[src/acs_pkg.sv]
// constants, register map and state encoding of the conversion sequencer
// assumes a single 125 MHz system clock and an APB register bus
package acs_pkg;

   ////////////////////////////////////////////////////////////////////////////
   // register byte addresses
   localparam logic [7:0] ADDR_CTRL0 = 8'h00;
   localparam logic [7:0] ADDR_CTRL1 = 8'h04;
   localparam logic [7:0] ADDR_RES_HI = 8'h08;
   localparam logic [7:0] ADDR_RES_LO = 8'h0C;
   localparam logic [7:0] ADDR_FLAGS = 8'h10;

   ////////////////////////////////////////////////////////////////////////////
   // field positions
   localparam int CTRL0_ENABLE_BIT = 0;
   localparam int CTRL0_GO_BIT = 1;
   localparam int CTRL0_CHAN_LSB = 2;
   localparam int CTRL0_CLKSEL_LSB = 6;
   localparam int CTRL1_REF_POS_BIT = 4;
   localparam int CTRL1_REF_NEG_BIT = 5;
   localparam int CTRL1_JUSTIFY_BIT = 7;
   localparam int FLAGS_DONE_BIT = 0;
   localparam int FLAGS_IRQ_EN_BIT = 1;

   ////////////////////////////////////////////////////////////////////////////
   // reset values and the first trial code
   localparam logic [3:0] CHAN_RESET = 4'h0;
   localparam logic [2:0] CLKSEL_RESET = 3'h0;
   localparam logic [9:0] RESULT_RESET = 10'h000;
   localparam logic [9:0] SAR_TRIAL_MSB = 10'h200;

   ////////////////////////////////////////////////////////////////////////////
   // clock select encodings and timing counts
   localparam logic [2:0] CLKSEL_DIV2 = 3'h0;
   localparam logic [2:0] CLKSEL_DIV8 = 3'h1;
   localparam logic [2:0] CLKSEL_DIV32 = 3'h2;
   localparam logic [1:0] CLKSEL_FRC_LOW = 2'h3;
   localparam logic [5:0] DIV2_CLKS = 6'h02;
   localparam logic [5:0] DIV8_CLKS = 6'h08;
   localparam logic [5:0] DIV32_CLKS = 6'h20;
   localparam logic [3:0] CONV_PERIODS = 4'hB;
   localparam logic [3:0] ABORT_PERIODS = 4'h2;
   localparam logic [2:0] INSTR_CYCLE_CLKS = 3'h4;

   ////////////////////////////////////////////////////////////////////////////
   // sequencer states
   typedef enum logic [3:0] {
      ST_IDLE = 4'b0001,
      ST_DELAY = 4'b0010,
      ST_CONV = 4'b0100,
      ST_ABORT = 4'b1000
   } acs_state_t;

endpackage

[src/acs_tad_gen.sv]
// conversion bit period tick generator
// assumes frc_pin is asynchronous to clk; clk is the system clock
`timescale 1ns/1ps
module acs_tad_gen
   import acs_pkg::*;
(
   input wire logic clk,
   input wire logic rst_n,
   input wire logic [2:0] clk_sel,
   input wire logic run,
   input wire logic frc_pin,
   output logic tad_tick
);
   logic [5:0] cnt_q;
   logic [5:0] cnt_d;
   logic [5:0] limit;
   logic frc_sel;
   logic div_tick;
   logic frc_tick;
   logic sync1_q;
   logic sync2_q;
   logic sync3_q;
   logic frc_level_q;

   ////////////////////////////////////////////////////////////////////////////
   // divided system clock
   assign frc_sel = (clk_sel[1:0] == CLKSEL_FRC_LOW);
   assign limit = (clk_sel[1:0] == CLKSEL_DIV8[1:0]) ? DIV8_CLKS :
                  (clk_sel[1:0] == CLKSEL_DIV32[1:0]) ? DIV32_CLKS : DIV2_CLKS;
   assign div_tick = run & ~frc_sel & (cnt_q == limit - 6'h01);
   assign cnt_d = (~run | div_tick) ? 6'h00 : cnt_q + 6'h01;

   always_ff @(posedge clk or negedge rst_n) begin
      if (!rst_n) begin
         cnt_q <= 6'h00;
      end else begin
         cnt_q <= cnt_d;
      end
   end

   ////////////////////////////////////////////////////////////////////////////
   // internal oscillator brought into the system clock domain
   assign frc_tick = run & frc_sel & (sync2_q == sync3_q) & sync3_q & ~frc_level_q;

   always_ff @(posedge clk or negedge rst_n) begin
      if (!rst_n) begin
         sync1_q <= 1'b0;
         sync2_q <= 1'b0;
         sync3_q <= 1'b0;
         frc_level_q <= 1'b0;
      end else begin
         sync1_q <= frc_pin;
         sync2_q <= sync1_q;
         sync3_q <= sync2_q;
         if (sync2_q == sync3_q) begin
            frc_level_q <= sync3_q;
         end
      end
   end

   assign tad_tick = div_tick | frc_tick;
endmodule // acs_tad_gen

[src/acs_res_fmt.sv]
// result justification into the high and low result bytes
// assumes a stable registered 10-bit result at its input
`timescale 1ns/1ps
module acs_res_fmt
   import acs_pkg::*;
(
   input wire logic [9:0] result,
   input wire logic justify_right,
   output logic [7:0] res_hi,
   output logic [7:0] res_lo
);
   assign res_hi = justify_right ? {6'h00, result[9:8]} : result[9:2];
   assign res_lo = justify_right ? result[7:0] : {result[1:0], 6'h00};
endmodule // acs_res_fmt

[src/acs_top.sv]
// conversion sequencer of a 10-bit successive approximation converter
// assumes COMP_IN and SLEEP_MODE and EVENT_TRIG are synchronous to REF_CLK
//
// The address map and register access over APB are this design's own decisions.
`timescale 1ns/1ps

// Overview of operation
// eleven bit periods per ten-bit conversion
// bit period from div2, div8, div32, oscillator
// divided clocks follow the system clock
// independent positive and negative reference selects
// done flag set on every completed conversion
// software clears the done flag itself
// completion wakes from sleep when enabled
// one bit picks left or right justify
// justified byte layout of the result
// enable required; writing go starts conversion
// enable first, start in later write
// go reads one only while converting; a start in the cycle of a write clearing enable leaves go at one in idle
// completion clears go, flags, loads result
// software abort keeps the previous result
// after abort wait two periods, reacquire
// reset clears registers and stops conversion
// oscillator source delays start one instruction
// sleeping oscillator without interrupt shuts down
// sleep with other source aborts, shuts down
// compare trigger starts conversion, clears timer
// software waits acquisition, then polls or interrupt
// four-bit channel code, codes 14 and 15
// oscillator ticks synchronised to system clock
// aborts never set the done flag
module acs_top
   import acs_pkg::*;
(
   input wire logic REF_CLK,
   input wire logic RST_N,
   input wire logic PSEL,
   input wire logic PENABLE,
   input wire logic PWRITE,
   input wire logic [7:0] PADDR,
   input wire logic [31:0] PWDATA,
   output logic [31:0] PRDATA,
   output logic PREADY,
   output logic PSLVERR,
   input wire logic FRC_CLK,
   input wire logic SLEEP_MODE,
   input wire logic EVENT_TRIG,
   input wire logic COMP_IN,
   output logic [9:0] SAR_CODE,
   output logic SAMPLE_ACQUIRE,
   output logic ANALOG_ON,
   output logic [3:0] CHANNEL_SEL,
   output logic REF_POS_EXT,
   output logic REF_NEG_EXT,
   output logic CONV_DONE_FLAG,
   output logic WAKE_REQ,
   output logic TIMER_CLEAR
);
   import acs_pkg::*;

   acs_state_t state_q;
   acs_state_t state_d;
   logic enable_q;
   logic go_q;
   logic go_d;
   logic [3:0] chan_q;
   logic [2:0] clksel_q;
   logic justify_q;
   logic ref_pos_q;
   logic ref_neg_q;
   logic flag_q;
   logic flag_d;
   logic irq_en_q;
   logic shutdown_q;
   logic shutdown_d;
   logic [9:0] result_q;
   logic [9:0] sar_q;
   logic [9:0] sar_d;
   logic [3:0] period_q;
   logic [3:0] period_d;
   logic [2:0] delay_q;
   logic wake_q;
   logic timer_clr_q;
   logic [31:0] prdata_q;
   logic tad_tick;
   logic [7:0] res_hi;
   logic [7:0] res_lo;

   ////////////////////////////////////////////////////////////////////////////
   // apb decode
   wire wr_access = PSEL & PENABLE & PWRITE;
   wire hit_ctrl0 = (PADDR == ADDR_CTRL0);
   wire hit_ctrl1 = (PADDR == ADDR_CTRL1);
   wire hit_res_hi = (PADDR == ADDR_RES_HI);
   wire hit_res_lo = (PADDR == ADDR_RES_LO);
   wire hit_flags = (PADDR == ADDR_FLAGS);
   wire addr_hit = hit_ctrl0 | hit_ctrl1 | hit_res_hi | hit_res_lo | hit_flags;
   wire wr_ctrl0 = wr_access & hit_ctrl0;
   wire wr_ctrl1 = wr_access & hit_ctrl1;
   wire wr_flags = wr_access & hit_flags;
   wire setup = PSEL & ~PENABLE;

   ////////////////////////////////////////////////////////////////////////////
   // sequencing terms
   wire frc_sel = (clksel_q[1:0] == CLKSEL_FRC_LOW);
   wire st_idle = (state_q == ST_IDLE);
   wire st_delay = (state_q == ST_DELAY);
   wire st_conv = (state_q == ST_CONV);
   wire st_abort = (state_q == ST_ABORT);
   wire busy = st_delay | st_conv;
   wire sw_start = wr_ctrl0 & PWDATA[CTRL0_GO_BIT];
   wire start = st_idle & enable_q & ~shutdown_q & (sw_start | EVENT_TRIG);
   wire trig_start = start & EVENT_TRIG;
   wire sw_abort = busy & wr_ctrl0 & ~PWDATA[CTRL0_GO_BIT] & PWDATA[CTRL0_ENABLE_BIT];
   wire disable_stop = wr_ctrl0 & ~PWDATA[CTRL0_ENABLE_BIT];
   wire sleep_abort = busy & SLEEP_MODE & ~frc_sel & ~disable_stop;
   wire done = st_conv & tad_tick & (period_q == CONV_PERIODS - 4'h1) & ~sw_abort
               & ~disable_stop & ~sleep_abort;
   wire [3:0] dec_idx = 4'h9 - (period_q - 4'h1);
   wire decide = st_conv & tad_tick & (period_q != 4'h0);
   wire tad_run = (st_conv | st_abort) & ~sw_abort;

   ////////////////////////////////////////////////////////////////////////////
   // bit period source and result layout
   acs_tad_gen u_tad (
      .clk(REF_CLK),
      .rst_n(RST_N),
      .clk_sel(clksel_q),
      .run(tad_run),
      .frc_pin(FRC_CLK),
      .tad_tick(tad_tick)
   );

   acs_res_fmt u_fmt (
      .result(result_q),
      .justify_right(justify_q),
      .res_hi(res_hi),
      .res_lo(res_lo)
   );

   ////////////////////////////////////////////////////////////////////////////
   // next state
   always_comb begin
      state_d = state_q;
      period_d = period_q;
      case (state_q)
         ST_IDLE: begin
            period_d = 4'h0;
            if (start) begin
               state_d = frc_sel ? ST_DELAY : ST_CONV;
            end
         end
         ST_DELAY: begin
            if (delay_q == INSTR_CYCLE_CLKS - 3'h1) begin
               state_d = ST_CONV;
            end
         end
         ST_CONV: begin
            if (tad_tick) begin
               period_d = period_q + 4'h1;
            end
            if (done) begin
               state_d = ST_IDLE;
            end
         end
         ST_ABORT: begin
            if (tad_tick) begin
               period_d = period_q + 4'h1;
               if (period_q == ABORT_PERIODS - 4'h1) begin
                  state_d = ST_IDLE;
               end
            end
         end
         default: begin
            state_d = ST_IDLE;
         end
      endcase
      if (sw_abort) begin
         state_d = ST_ABORT;
         period_d = 4'h0;
      end
      if (disable_stop | sleep_abort) begin
         state_d = ST_IDLE;
      end
   end

   ////////////////////////////////////////////////////////////////////////////
   // successive approximation register, one trial bit per period
   genvar gi;
   generate
      for (gi = 0; gi < 10; gi++) begin : g_sar
         assign sar_d[gi] = start ? SAR_TRIAL_MSB[gi] :
                            (decide & (dec_idx == 4'(gi))) ? COMP_IN :
                            (decide & (dec_idx == 4'(gi + 1))) ? 1'b1 : sar_q[gi];
      end
   endgenerate

   assign go_d = start ? 1'b1 :
                 (done | sw_abort | sleep_abort | disable_stop) ? 1'b0 : go_q;
   assign flag_d = done ? 1'b1 :
                   wr_flags ? PWDATA[FLAGS_DONE_BIT] : flag_q;
   assign shutdown_d = ~SLEEP_MODE ? 1'b0 :
                       (sleep_abort | (done & frc_sel & ~irq_en_q)) ? 1'b1 : shutdown_q;

   ////////////////////////////////////////////////////////////////////////////
   // sequencer flops
   always_ff @(posedge REF_CLK or negedge RST_N) begin
      if (!RST_N) begin
         state_q <= ST_IDLE;
         period_q <= 4'h0;
         delay_q <= 3'h0;
         sar_q <= RESULT_RESET;
         go_q <= 1'b0;
         flag_q <= 1'b0;
         shutdown_q <= 1'b0;
         wake_q <= 1'b0;
         timer_clr_q <= 1'b0;
      end else begin
         state_q <= state_d;
         period_q <= period_d;
         delay_q <= st_delay ? delay_q + 3'h1 : 3'h0;
         sar_q <= sar_d;
         go_q <= go_d;
         flag_q <= flag_d;
         shutdown_q <= shutdown_d;
         wake_q <= done & irq_en_q & SLEEP_MODE;
         timer_clr_q <= trig_start;
      end
   end

   ////////////////////////////////////////////////////////////////////////////
   // software registers
   always_ff @(posedge REF_CLK or negedge RST_N) begin
      if (!RST_N) begin
         enable_q <= 1'b0;
         chan_q <= CHAN_RESET;
         clksel_q <= CLKSEL_RESET;
         justify_q <= 1'b0;
         ref_pos_q <= 1'b0;
         ref_neg_q <= 1'b0;
         irq_en_q <= 1'b0;
         result_q <= RESULT_RESET;
      end else begin
         if (wr_ctrl0) begin
            enable_q <= PWDATA[CTRL0_ENABLE_BIT];
            chan_q <= PWDATA[CTRL0_CHAN_LSB +: 4];
            clksel_q <= PWDATA[CTRL0_CLKSEL_LSB +: 3];
         end
         if (wr_ctrl1) begin
            justify_q <= PWDATA[CTRL1_JUSTIFY_BIT];
            ref_pos_q <= PWDATA[CTRL1_REF_POS_BIT];
            ref_neg_q <= PWDATA[CTRL1_REF_NEG_BIT];
         end
         if (wr_flags) begin
            irq_en_q <= PWDATA[FLAGS_IRQ_EN_BIT];
         end
         if (done) begin
            result_q <= sar_d;
         end
      end
   end

   ////////////////////////////////////////////////////////////////////////////
   // read data captured in the setup cycle
   wire [31:0] rd_mux =
      hit_ctrl0 ? {23'h0, clksel_q, chan_q, go_q, enable_q} :
      hit_ctrl1 ? {24'h0, justify_q, 1'b0, ref_neg_q, ref_pos_q, 4'h0} :
      hit_res_hi ? {24'h0, res_hi} :
      hit_res_lo ? {24'h0, res_lo} :
      hit_flags ? {30'h0, irq_en_q, flag_q} : 32'h0000_0000;

   always_ff @(posedge REF_CLK or negedge RST_N) begin
      if (!RST_N) begin
         prdata_q <= 32'h0000_0000;
      end else if (setup) begin
         prdata_q <= rd_mux;
      end
   end

   assign PRDATA = prdata_q;
   assign PREADY = 1'b1;
   assign PSLVERR = PSEL & PENABLE & ~addr_hit;

   ////////////////////////////////////////////////////////////////////////////
   // analog side outputs
   assign SAR_CODE = sar_q;
   assign ANALOG_ON = enable_q & ~shutdown_q;
   assign SAMPLE_ACQUIRE = ANALOG_ON & st_idle;
   assign CHANNEL_SEL = chan_q;
   assign REF_POS_EXT = ref_pos_q;
   assign REF_NEG_EXT = ref_neg_q;
   assign CONV_DONE_FLAG = flag_q;
   assign WAKE_REQ = wake_q;
   assign TIMER_CLEAR = timer_clr_q;

   ////////////////////////////////////////////////////////////////////////////
   // checks
   conv_length_a: assert property (@(posedge REF_CLK) disable iff (!RST_N)
      done |-> (period_q == 4'hA) && tad_tick)
      else $error("conversion ended at wrong period count");
   flag_set_a: assert property (@(posedge REF_CLK) disable iff (!RST_N)
      done |=> flag_q && CONV_DONE_FLAG)
      else $error("done flag not set after completion");
   done_update_a: assert property (@(posedge REF_CLK) disable iff (!RST_N)
      done |=> !go_q && (result_q == $past(sar_d)) && st_idle)
      else $error("completion did not clear go or load result");
   go_state_a: assert property (@(posedge REF_CLK) disable iff (!RST_N)
      go_q == (st_delay || st_conv))
      else $error("go bit disagrees with sequencer state");
   abort_keep_a: assert property (@(posedge REF_CLK) disable iff (!RST_N)
      sw_abort |=> $stable(result_q) && st_abort && !go_q)
      else $error("abort changed the result");
   abort_wait_a: assert property (@(posedge REF_CLK) disable iff (!RST_N)
      (st_abort && tad_tick && period_q == 4'h1 && !wr_ctrl0) |=> st_idle)
      else $error("abort wait not two periods");
   frc_delay_a: assert property (@(posedge REF_CLK) disable iff (!RST_N)
      (start && frc_sel) |=> (st_delay && !wr_ctrl0) [*4] |=> st_conv)
      else $error("oscillator start delay wrong");
   no_abort_flag_a: assert property (@(posedge REF_CLK) disable iff (!RST_N)
      (sw_abort || sleep_abort || disable_stop) && !flag_q && !wr_flags |=> !flag_q)
      else $error("abort set the done flag");
   sleep_abort_a: assert property (@(posedge REF_CLK) disable iff (!RST_N)
      sleep_abort |=> st_idle && !ANALOG_ON && enable_q)
      else $error("sleep did not abort and shut down");
   trig_timer_a: assert property (@(posedge REF_CLK) disable iff (!RST_N)
      trig_start |=> TIMER_CLEAR && go_q)
      else $error("trigger did not start and clear timer");
   wake_req_a: assert property (@(posedge REF_CLK) disable iff (!RST_N)
      done && irq_en_q && SLEEP_MODE |=> WAKE_REQ)
      else $error("completion in sleep did not request wake");
   frc_sleep_off_a: assert property (@(posedge REF_CLK) disable iff (!RST_N)
      done && frc_sel && !irq_en_q && SLEEP_MODE |=> !ANALOG_ON && enable_q)
      else $error("sleeping oscillator conversion did not shut down");
   enable_stop_a: assert property (@(posedge REF_CLK) disable iff (!RST_N)
      disable_stop |=> st_idle && !go_q && !ANALOG_ON)
      else $error("clearing enable did not stop the converter");
   sar_start_a: assert property (@(posedge REF_CLK) disable iff (!RST_N)
      start |=> (SAR_CODE == SAR_TRIAL_MSB) && (period_q == 4'h0))
      else $error("conversion did not begin with the top trial bit");
   abort_restart_a: assert property (@(posedge REF_CLK) disable iff (!RST_N)
      sw_abort |=> st_abort && (period_q == 4'h0) && (!tad_tick || frc_sel))
      else $error("abort wait did not restart the bit period");
   timer_clear_a: assert property (@(posedge REF_CLK) disable iff (!RST_N)
      TIMER_CLEAR |-> $past(EVENT_TRIG) && go_q)
      else $error("timer clear without a trigger");
endmodule // acs_top

[config.mk]
export PLATFORM = sky130hd
export DESIGN_NAME = acs_top
export DESIGN_NICKNAME = d
export VERILOG_FILES = /design/src/acs_pkg.sv /design/src/acs_tad_gen.sv /design/src/acs_res_fmt.sv /design/src/acs_top.sv
export SDC_FILE = /design/constraint.sdc
export NUM_CORES = 1
export LEC_CHECK = 0
export ABC_CLOCK_PERIOD_IN_PS = 2020
export BUFFER_PORTS_ARGS = -buffer_cell sky130_fd_sc_hd__clkbuf_2
export CAP_MARGIN = 20
export CORE_UTILIZATION = 48
export DETAILED_ROUTE_END_ITERATION = 16
export PLACE_DENSITY = 0.76
export SYNTH_ARGS = -nofsm -noshare
export SYNTH_HDL_FRONTEND = slang
export SYNTH_SLANG_ARGS = --single-unit
[constraint.sdc]
create_clock -name REF_CLK -period 2.02 [get_ports REF_CLK]
set_input_delay 0.202 -clock REF_CLK [delete_from_list [all_inputs] [get_ports REF_CLK]]
set_output_delay 0.202 -clock REF_CLK [all_outputs]
set_load 0.05 [all_outputs]
==> flow_summary.ini, run 1 <==
[sta]
fin_skew_ns = 0.0124
fin_tns_setup_ns = -5.74
slew-limit-headroom = 0.606
fin_ws_ns = -0.235
timing.final.crit_share = 1.12
rsz0062_at_grt = yes
period_minus_slack_ns = 2.26
setup_viol = 31
hold_viol_final = 0
fmax_mhz = 443
slew_violations = 0
tightest_slew_ns = 0.591

[synth]
ys_types = 72
ys_ff_latch = 67
yosys.area.top_type = dfrtp_1
yosysTopAreaCellShare = 0.420
synth_most_common_cell = dfrtp_1
syn_area_mm2 = 0.00393
yosysSeqAreaShare = 0.427
synth.avg_cell_area_um2 = 9.32
synthTopCellsByArea = dfrtp_1, nand2_1, buf_4
syn_inst = 422
yosys_most_used_dff = dfrtp_1
synthTopCellsByCount = dfrtp_1, nand2_1, nor2_1, buf_4
synth_warnings = 0
synth_edf_count = 0
ys_async_sr_fraction = 1.00

[grt]
overflow = 0
grt_usage = 0.238
grt_pass1_wl_um = 15900
grt_max_degree = 68
grt_pass1_vias = 3334
grt_antenna_before_repair = 0

[finish]
fin_nets = 575
drive_gt1_frac = 0.288
fillers = 661
num_antenna_cells = 0
fin_util = 0.623
syn_to_final_growth_pct = 23.7

[outcome]
status = finished with violations
violations = setup timing

[pwr]
total_power_mw = 3.58
vdd_drop_max_mv = 0.368
p_leak_nw = 2.41
p_per_area_mw_per_mm2 = 736

[floorplanning]
core_area_mm2 = 0.00781
row_count = 32
die_x_um = 92.5
dieArea_mm2 = 0.00856
die_h_um = 92.5
ios = 104
initial_core_util = 0.504

[cts]
clk_path_buf_depth = 2
cts_tree = yes
cts_root_buffer = clkbuf_8
clock_sinks = 67
clk_pin_slew_ns = 0.08
cts_made_buffers = 9
insertion_delay_ns = 0.36
h-tree-depth = 3

[critical_path]
arrival_ns = 2.48
reg2reg_depth = 10
path_class = reg -> reg
reg2reg_to = result_q[0]
cp-end-kind = flop
cp.required_ns = 2.24
crit-reg2reg-launch = clksel_q[0]
worstPathMaxFanout = 10
start_kind = flop
reg2reg_slack_ns = -0.24

[run]
cap_violations = 0

[placed_design]
hpwl_um = 7100
gp_congestion = 0.935
portBuffers = 56

[drt]
drc = 0
wire_per_inst_um = 15.7
finalWirelength_um = 9740
drtAntennaViolNets = 0
num_vias = 3492
via_per_inst = 5.63
drt_iter0_drc = 298
drt_first_pass_iters = 5

[worst_hold_path]
hold_class = in -> reg
min_to = CHANNEL_SEL[0]
whs_path_depth = 3
hold_start = PWDATA[2]
worst max-delay path, cell delays in order (launching register included):
cell and delay [ns]:
dfrtp_1 0.41, inv_2 0.12, ha_4 0.14, inv_2 0.03, a211o_1 0.29, o41ai_4 0.44, buf_4 0.21, nand4_1 0.16
buf_6 0.19, nand2_1 0.05, o21ai_1 0.08
flip-flops by register name, summed over array words and instances, names as in the netlist, 3 cells and up:
signal,cells
PRDATA,9
SAR_CODE,10
period_q,4
clksel_q,3
result_q,10
delay_q,3
u_tad.cnt_q,6
CHANNEL_SEL,4
state_q,4
placed cells by master, fill, tap and decap left out, types with 6 or more instances in the layout:
cell and count:
and3_1 7, o21ai_0 15, buf_4 33, nand3_1 12, clkbuf_2 54, nor2_1 31
nand2_1 64, clkbuf_8 10, a41o_1 8, dfrtp_1 65, o21ai_1 21, nor2b_1 7
inv_1 12, nor3_1 6, ha_1 10, conb_1 24, xor2_1 6, a21oi_1 8
logic make-up (layout without fill, tap and decap cells):
group	after synthesis	in the layout	share of synthesized area
AOI/OAI and AO/OA	101	101	0.187
xor gates and xnor gates	9	9	0.0201
adders and majority gates	14	14	0.0439
buffers and inverters	54	128	0.0815
DFF	67	67	0.427
muxes	9	9	0.0248
other	2	24	0.00191
and+or+nand+nor	166	166	0.214
power by group:
part	internal (mW)	leakage [nW]	switching, mW	total (mW)
Combinational	0.281	1.37	0.457	0.738
Clock	0.855	0.126	0.532	1.39
Sequential	1.40	0.912	0.0579	1.46
Total	2.54	2.41	1.05	3.58
per-stage QoR:
step                      std cells  cell area [um2]  hold WS [ns]  setup slack (ns)
after floorplan                 444             4040       -0.0936          -0.00977
after detailed placement        597             4470         0.249            -0.241
after global routing            620             4860        0.0458            -0.320
after global placement          597             4470         0.246            -0.189
final                           620             4860        0.0288            -0.235
after CTS                       618             4770        0.0187            -0.191
layer usage:
layer  up-vias  wire, um  GRT usage
li1       1641         -          -
met1      1644      4150      0.307
met2       177      4750      0.388
met3        30       600     0.0468
met4         0       242      0.103
met5         -         0          0
worst max path at each step:
stage                startpoint           to  slack [ns]  depth (start not counted)
floorplan           clksel_q[1]   state_q[2]       -0.01                          8
global placement    clksel_q[1]  result_q[1]       -0.19                          8
detailed placement  clksel_q[1]  result_q[2]       -0.24                          9
CTS                 clksel_q[1]  result_q[0]       -0.19                          9
global route        clksel_q[0]  result_q[4]       -0.32                         10
finish              clksel_q[0]  result_q[0]       -0.24                         10
layout make-up:
cell class                      instances  area [um2]  area share
Timing Repair Buffer                   97         648       0.133
Clock inverter                          6         113      0.0232
Clock buffer                           10         138      0.0283
Multi-Input combinational cell        323        2100       0.432
Tap cell                              102         128      0.0262
Inverter                               15        56.3      0.0116
Sequential cell                        67        1680       0.345
what timing repair did:
item                       4_1_cts  5_1_grt
buffers inserted                 3        1
pin swaps                        0       10
setup endpoints to repair       32       38
gates resized for setup          5       22
hold buffers                     2        0
cloned                           0        1
hold endpoints to repair        67        0
Note: power is estimated with default switching activity, not from simulation.
==> run 2: changes to the inputs <==
PLACE_DENSITY = 0.87   (was 0.76)
==> run 2 against run 1 <==
  * The run still ends with setup timing left
  * Routed wire length increased by 13%
  * Cell count grew 0.65%
  * Flip-flop and latch count is the same
  * Sequential power hardly changed
  * Core utilization is 1.2 points higher
  * Largest power group unchanged
  * Clock-buffer cell count unchanged
  * Register-to-register slack got worse by 0.10 ns
  * Critical path depth unchanged
==> flow_summary.ini, run 2 (synthesis results as in run 1) <==
[floorplanning]
die_h_um = 92.5
ios = 104
row_count = 32
dieArea_mm2 = 0.00856
die_x_um = 92.5
initial_core_util = 0.504
core_area_mm2 = 0.00781

[sta]
fmax_mhz = 425
fin_ws_ns = -0.335
slew_violations = 0
period_minus_slack_ns = 2.35
slew-limit-headroom = 0.642
holdWs_ns = 0.0360
timing.final.crit_share = 1.17
tightest_slew_ns = 0.537
fin_skew_ns = 0.00943
rsz0062_at_grt = yes
fin_tns_setup_ns = -7.74
hold_viol_final = 0
setup_viol = 31

[grt]
overflow = 0
grt_max_degree = 42
grt_antenna_before_repair = 0
grt_usage = 0.263
grt_pass1_wl_um = 17500
grt_pass1_vias = 3580

[cts]
clk_pin_slew_ns = 0.08
cts_root_buffer = clkbuf_8
cts_tree = yes
insertion_delay_ns = 0.36
h-tree-depth = 3
cts_made_buffers = 9
clock_sinks = 67
clk_path_buf_depth = 2

[placed_design]
dp_slack_ns = -0.295
portBuffers = 56
hpwl_um = 7720
placedCellCount = 598
place_area_mm2 = 0.00446
gp_congestion = 0.870

[finish]
fin_util = 0.634
syn_to_final_growth_pct = 26.0
multi_input_area_mm2 = 0.00221
fillers = 602
fin_nets = 579
design_area_mm2 = 0.00495
num_antenna_cells = 0
seqCellArea_mm2 = 0.00168
mostFrequentLayoutCell = dfrtp_1
final_cell_mix = dfrtp_1, nand2_1, clkbuf_2, nor2_1, buf_4
final_cells = 624
drive_gt1_frac = 0.318

[critical_path]
path_class = reg -> reg
cp-end-kind = flop
arrival_ns = 2.60
worstPathMaxFanout = 5
start_kind = flop
cp.required_ns = 2.26

[drt]
drc = 0
drt_iter0_drc = 395
wire_per_inst_um = 17.7
drtAntennaViolNets = 0
num_vias = 3697
drt_first_pass_iters = 5
via_per_inst = 5.92
finalWirelength_um = 11000

[pwr]
total_power_mw = 3.39
p_per_area_mw_per_mm2 = 684
vdd_drop_max_mv = 0.283
p_leak_nw = 2.44

[outcome]
status = finished with violations
violations = setup timing

[worst_hold_path]
hold_class = in -> reg

[run]
cap_violations = 0
==> run 2: cell types whose count changed in the layout (fill, tap and decap cells not counted), sizes merged <==
cell,change
nand4,+1
bufinv,-2
inv,+1
clkbuf,+1
clkinvlp,+1
buf,+2
==> run 2: path summary, 6_finish.rpt <==
| check | startpoint | end | slack, ns | cells after the start |
|---|---|---|---|---|
| hold / removal | PWDATA[2] | CHANNEL_SEL[0] | 0.04 | 3 |
| setup reg to reg | clksel_q[0] | SAR_CODE[3] | -0.33 | 10 |
| min in group asynchronous | RST_N | PRDATA[4] | 0.38 | 3 |
| hold reg to reg | u_tad.sync1_q | u_tad.sync2_q | 0.36 | 0 |
| max in group asynchronous | RST_N | state_q[0] | 1.17 | 3 |
| setup / recovery | clksel_q[0] | SAR_CODE[3] | -0.33 | 10 |
==> run 2: cell type report <==
cell class	count	area share
Tap cell	102	0.0258
Inverter	15	0.0114
Sequential cell	67	0.339
Timing Repair Buffer	100	0.138
Multi-Input combinational cell	324	0.447
Clock inverter	6	0.0131
Clock buffer	10	0.0258
==> run 2: report_power, final <==
part | switching [mW] | total [mW] | internal [mW] | leakage, nW
Sequential | 0.0679 | 1.47 | 1.40 | 0.912
Clock | 0.551 | 1.12 | 0.572 | 0.0966
Combinational | 0.502 | 0.801 | 0.299 | 1.43
Total | 1.12 | 3.39 | 2.27 | 2.44
==> run 2: timing repair <==
action | CTS | global route
buffers inserted | 2 | 5
hold endpoints to repair | 67 | 0
gates cloned | 1 | 0
hold buffers | 2 | 0
setup endpoints to repair | 37 | 38
pin swaps | 2 | 26
gates resized for setup | 9 | 40
==> run 2: routing by layer <==
| layer | global-route usage | vias up | routed length [um] |
|---|---|---|---|
| met5 | 0 | - | 0 |
| met3 | 0.0575 | 54 | 750 |
| met2 | 0.449 | 222 | 5510 |
| met4 | 0.104 | 0 | 399 |
| li1 | - | 1650 | - |
| met1 | 0.321 | 1771 | 4360 |
==> run 2: critical path, stage by stage (launching register included) <==
cell and delay, ns:
dfrtp_1 0.40, inv_2 0.11, ha_4 0.14, inv_2 0.04
a211o_1 0.30, o41ai_4 0.44, buf_6 0.17, clkbuf_4 0.18
buf_4 0.13, a31oi_1 0.09, nor3_1 0.25
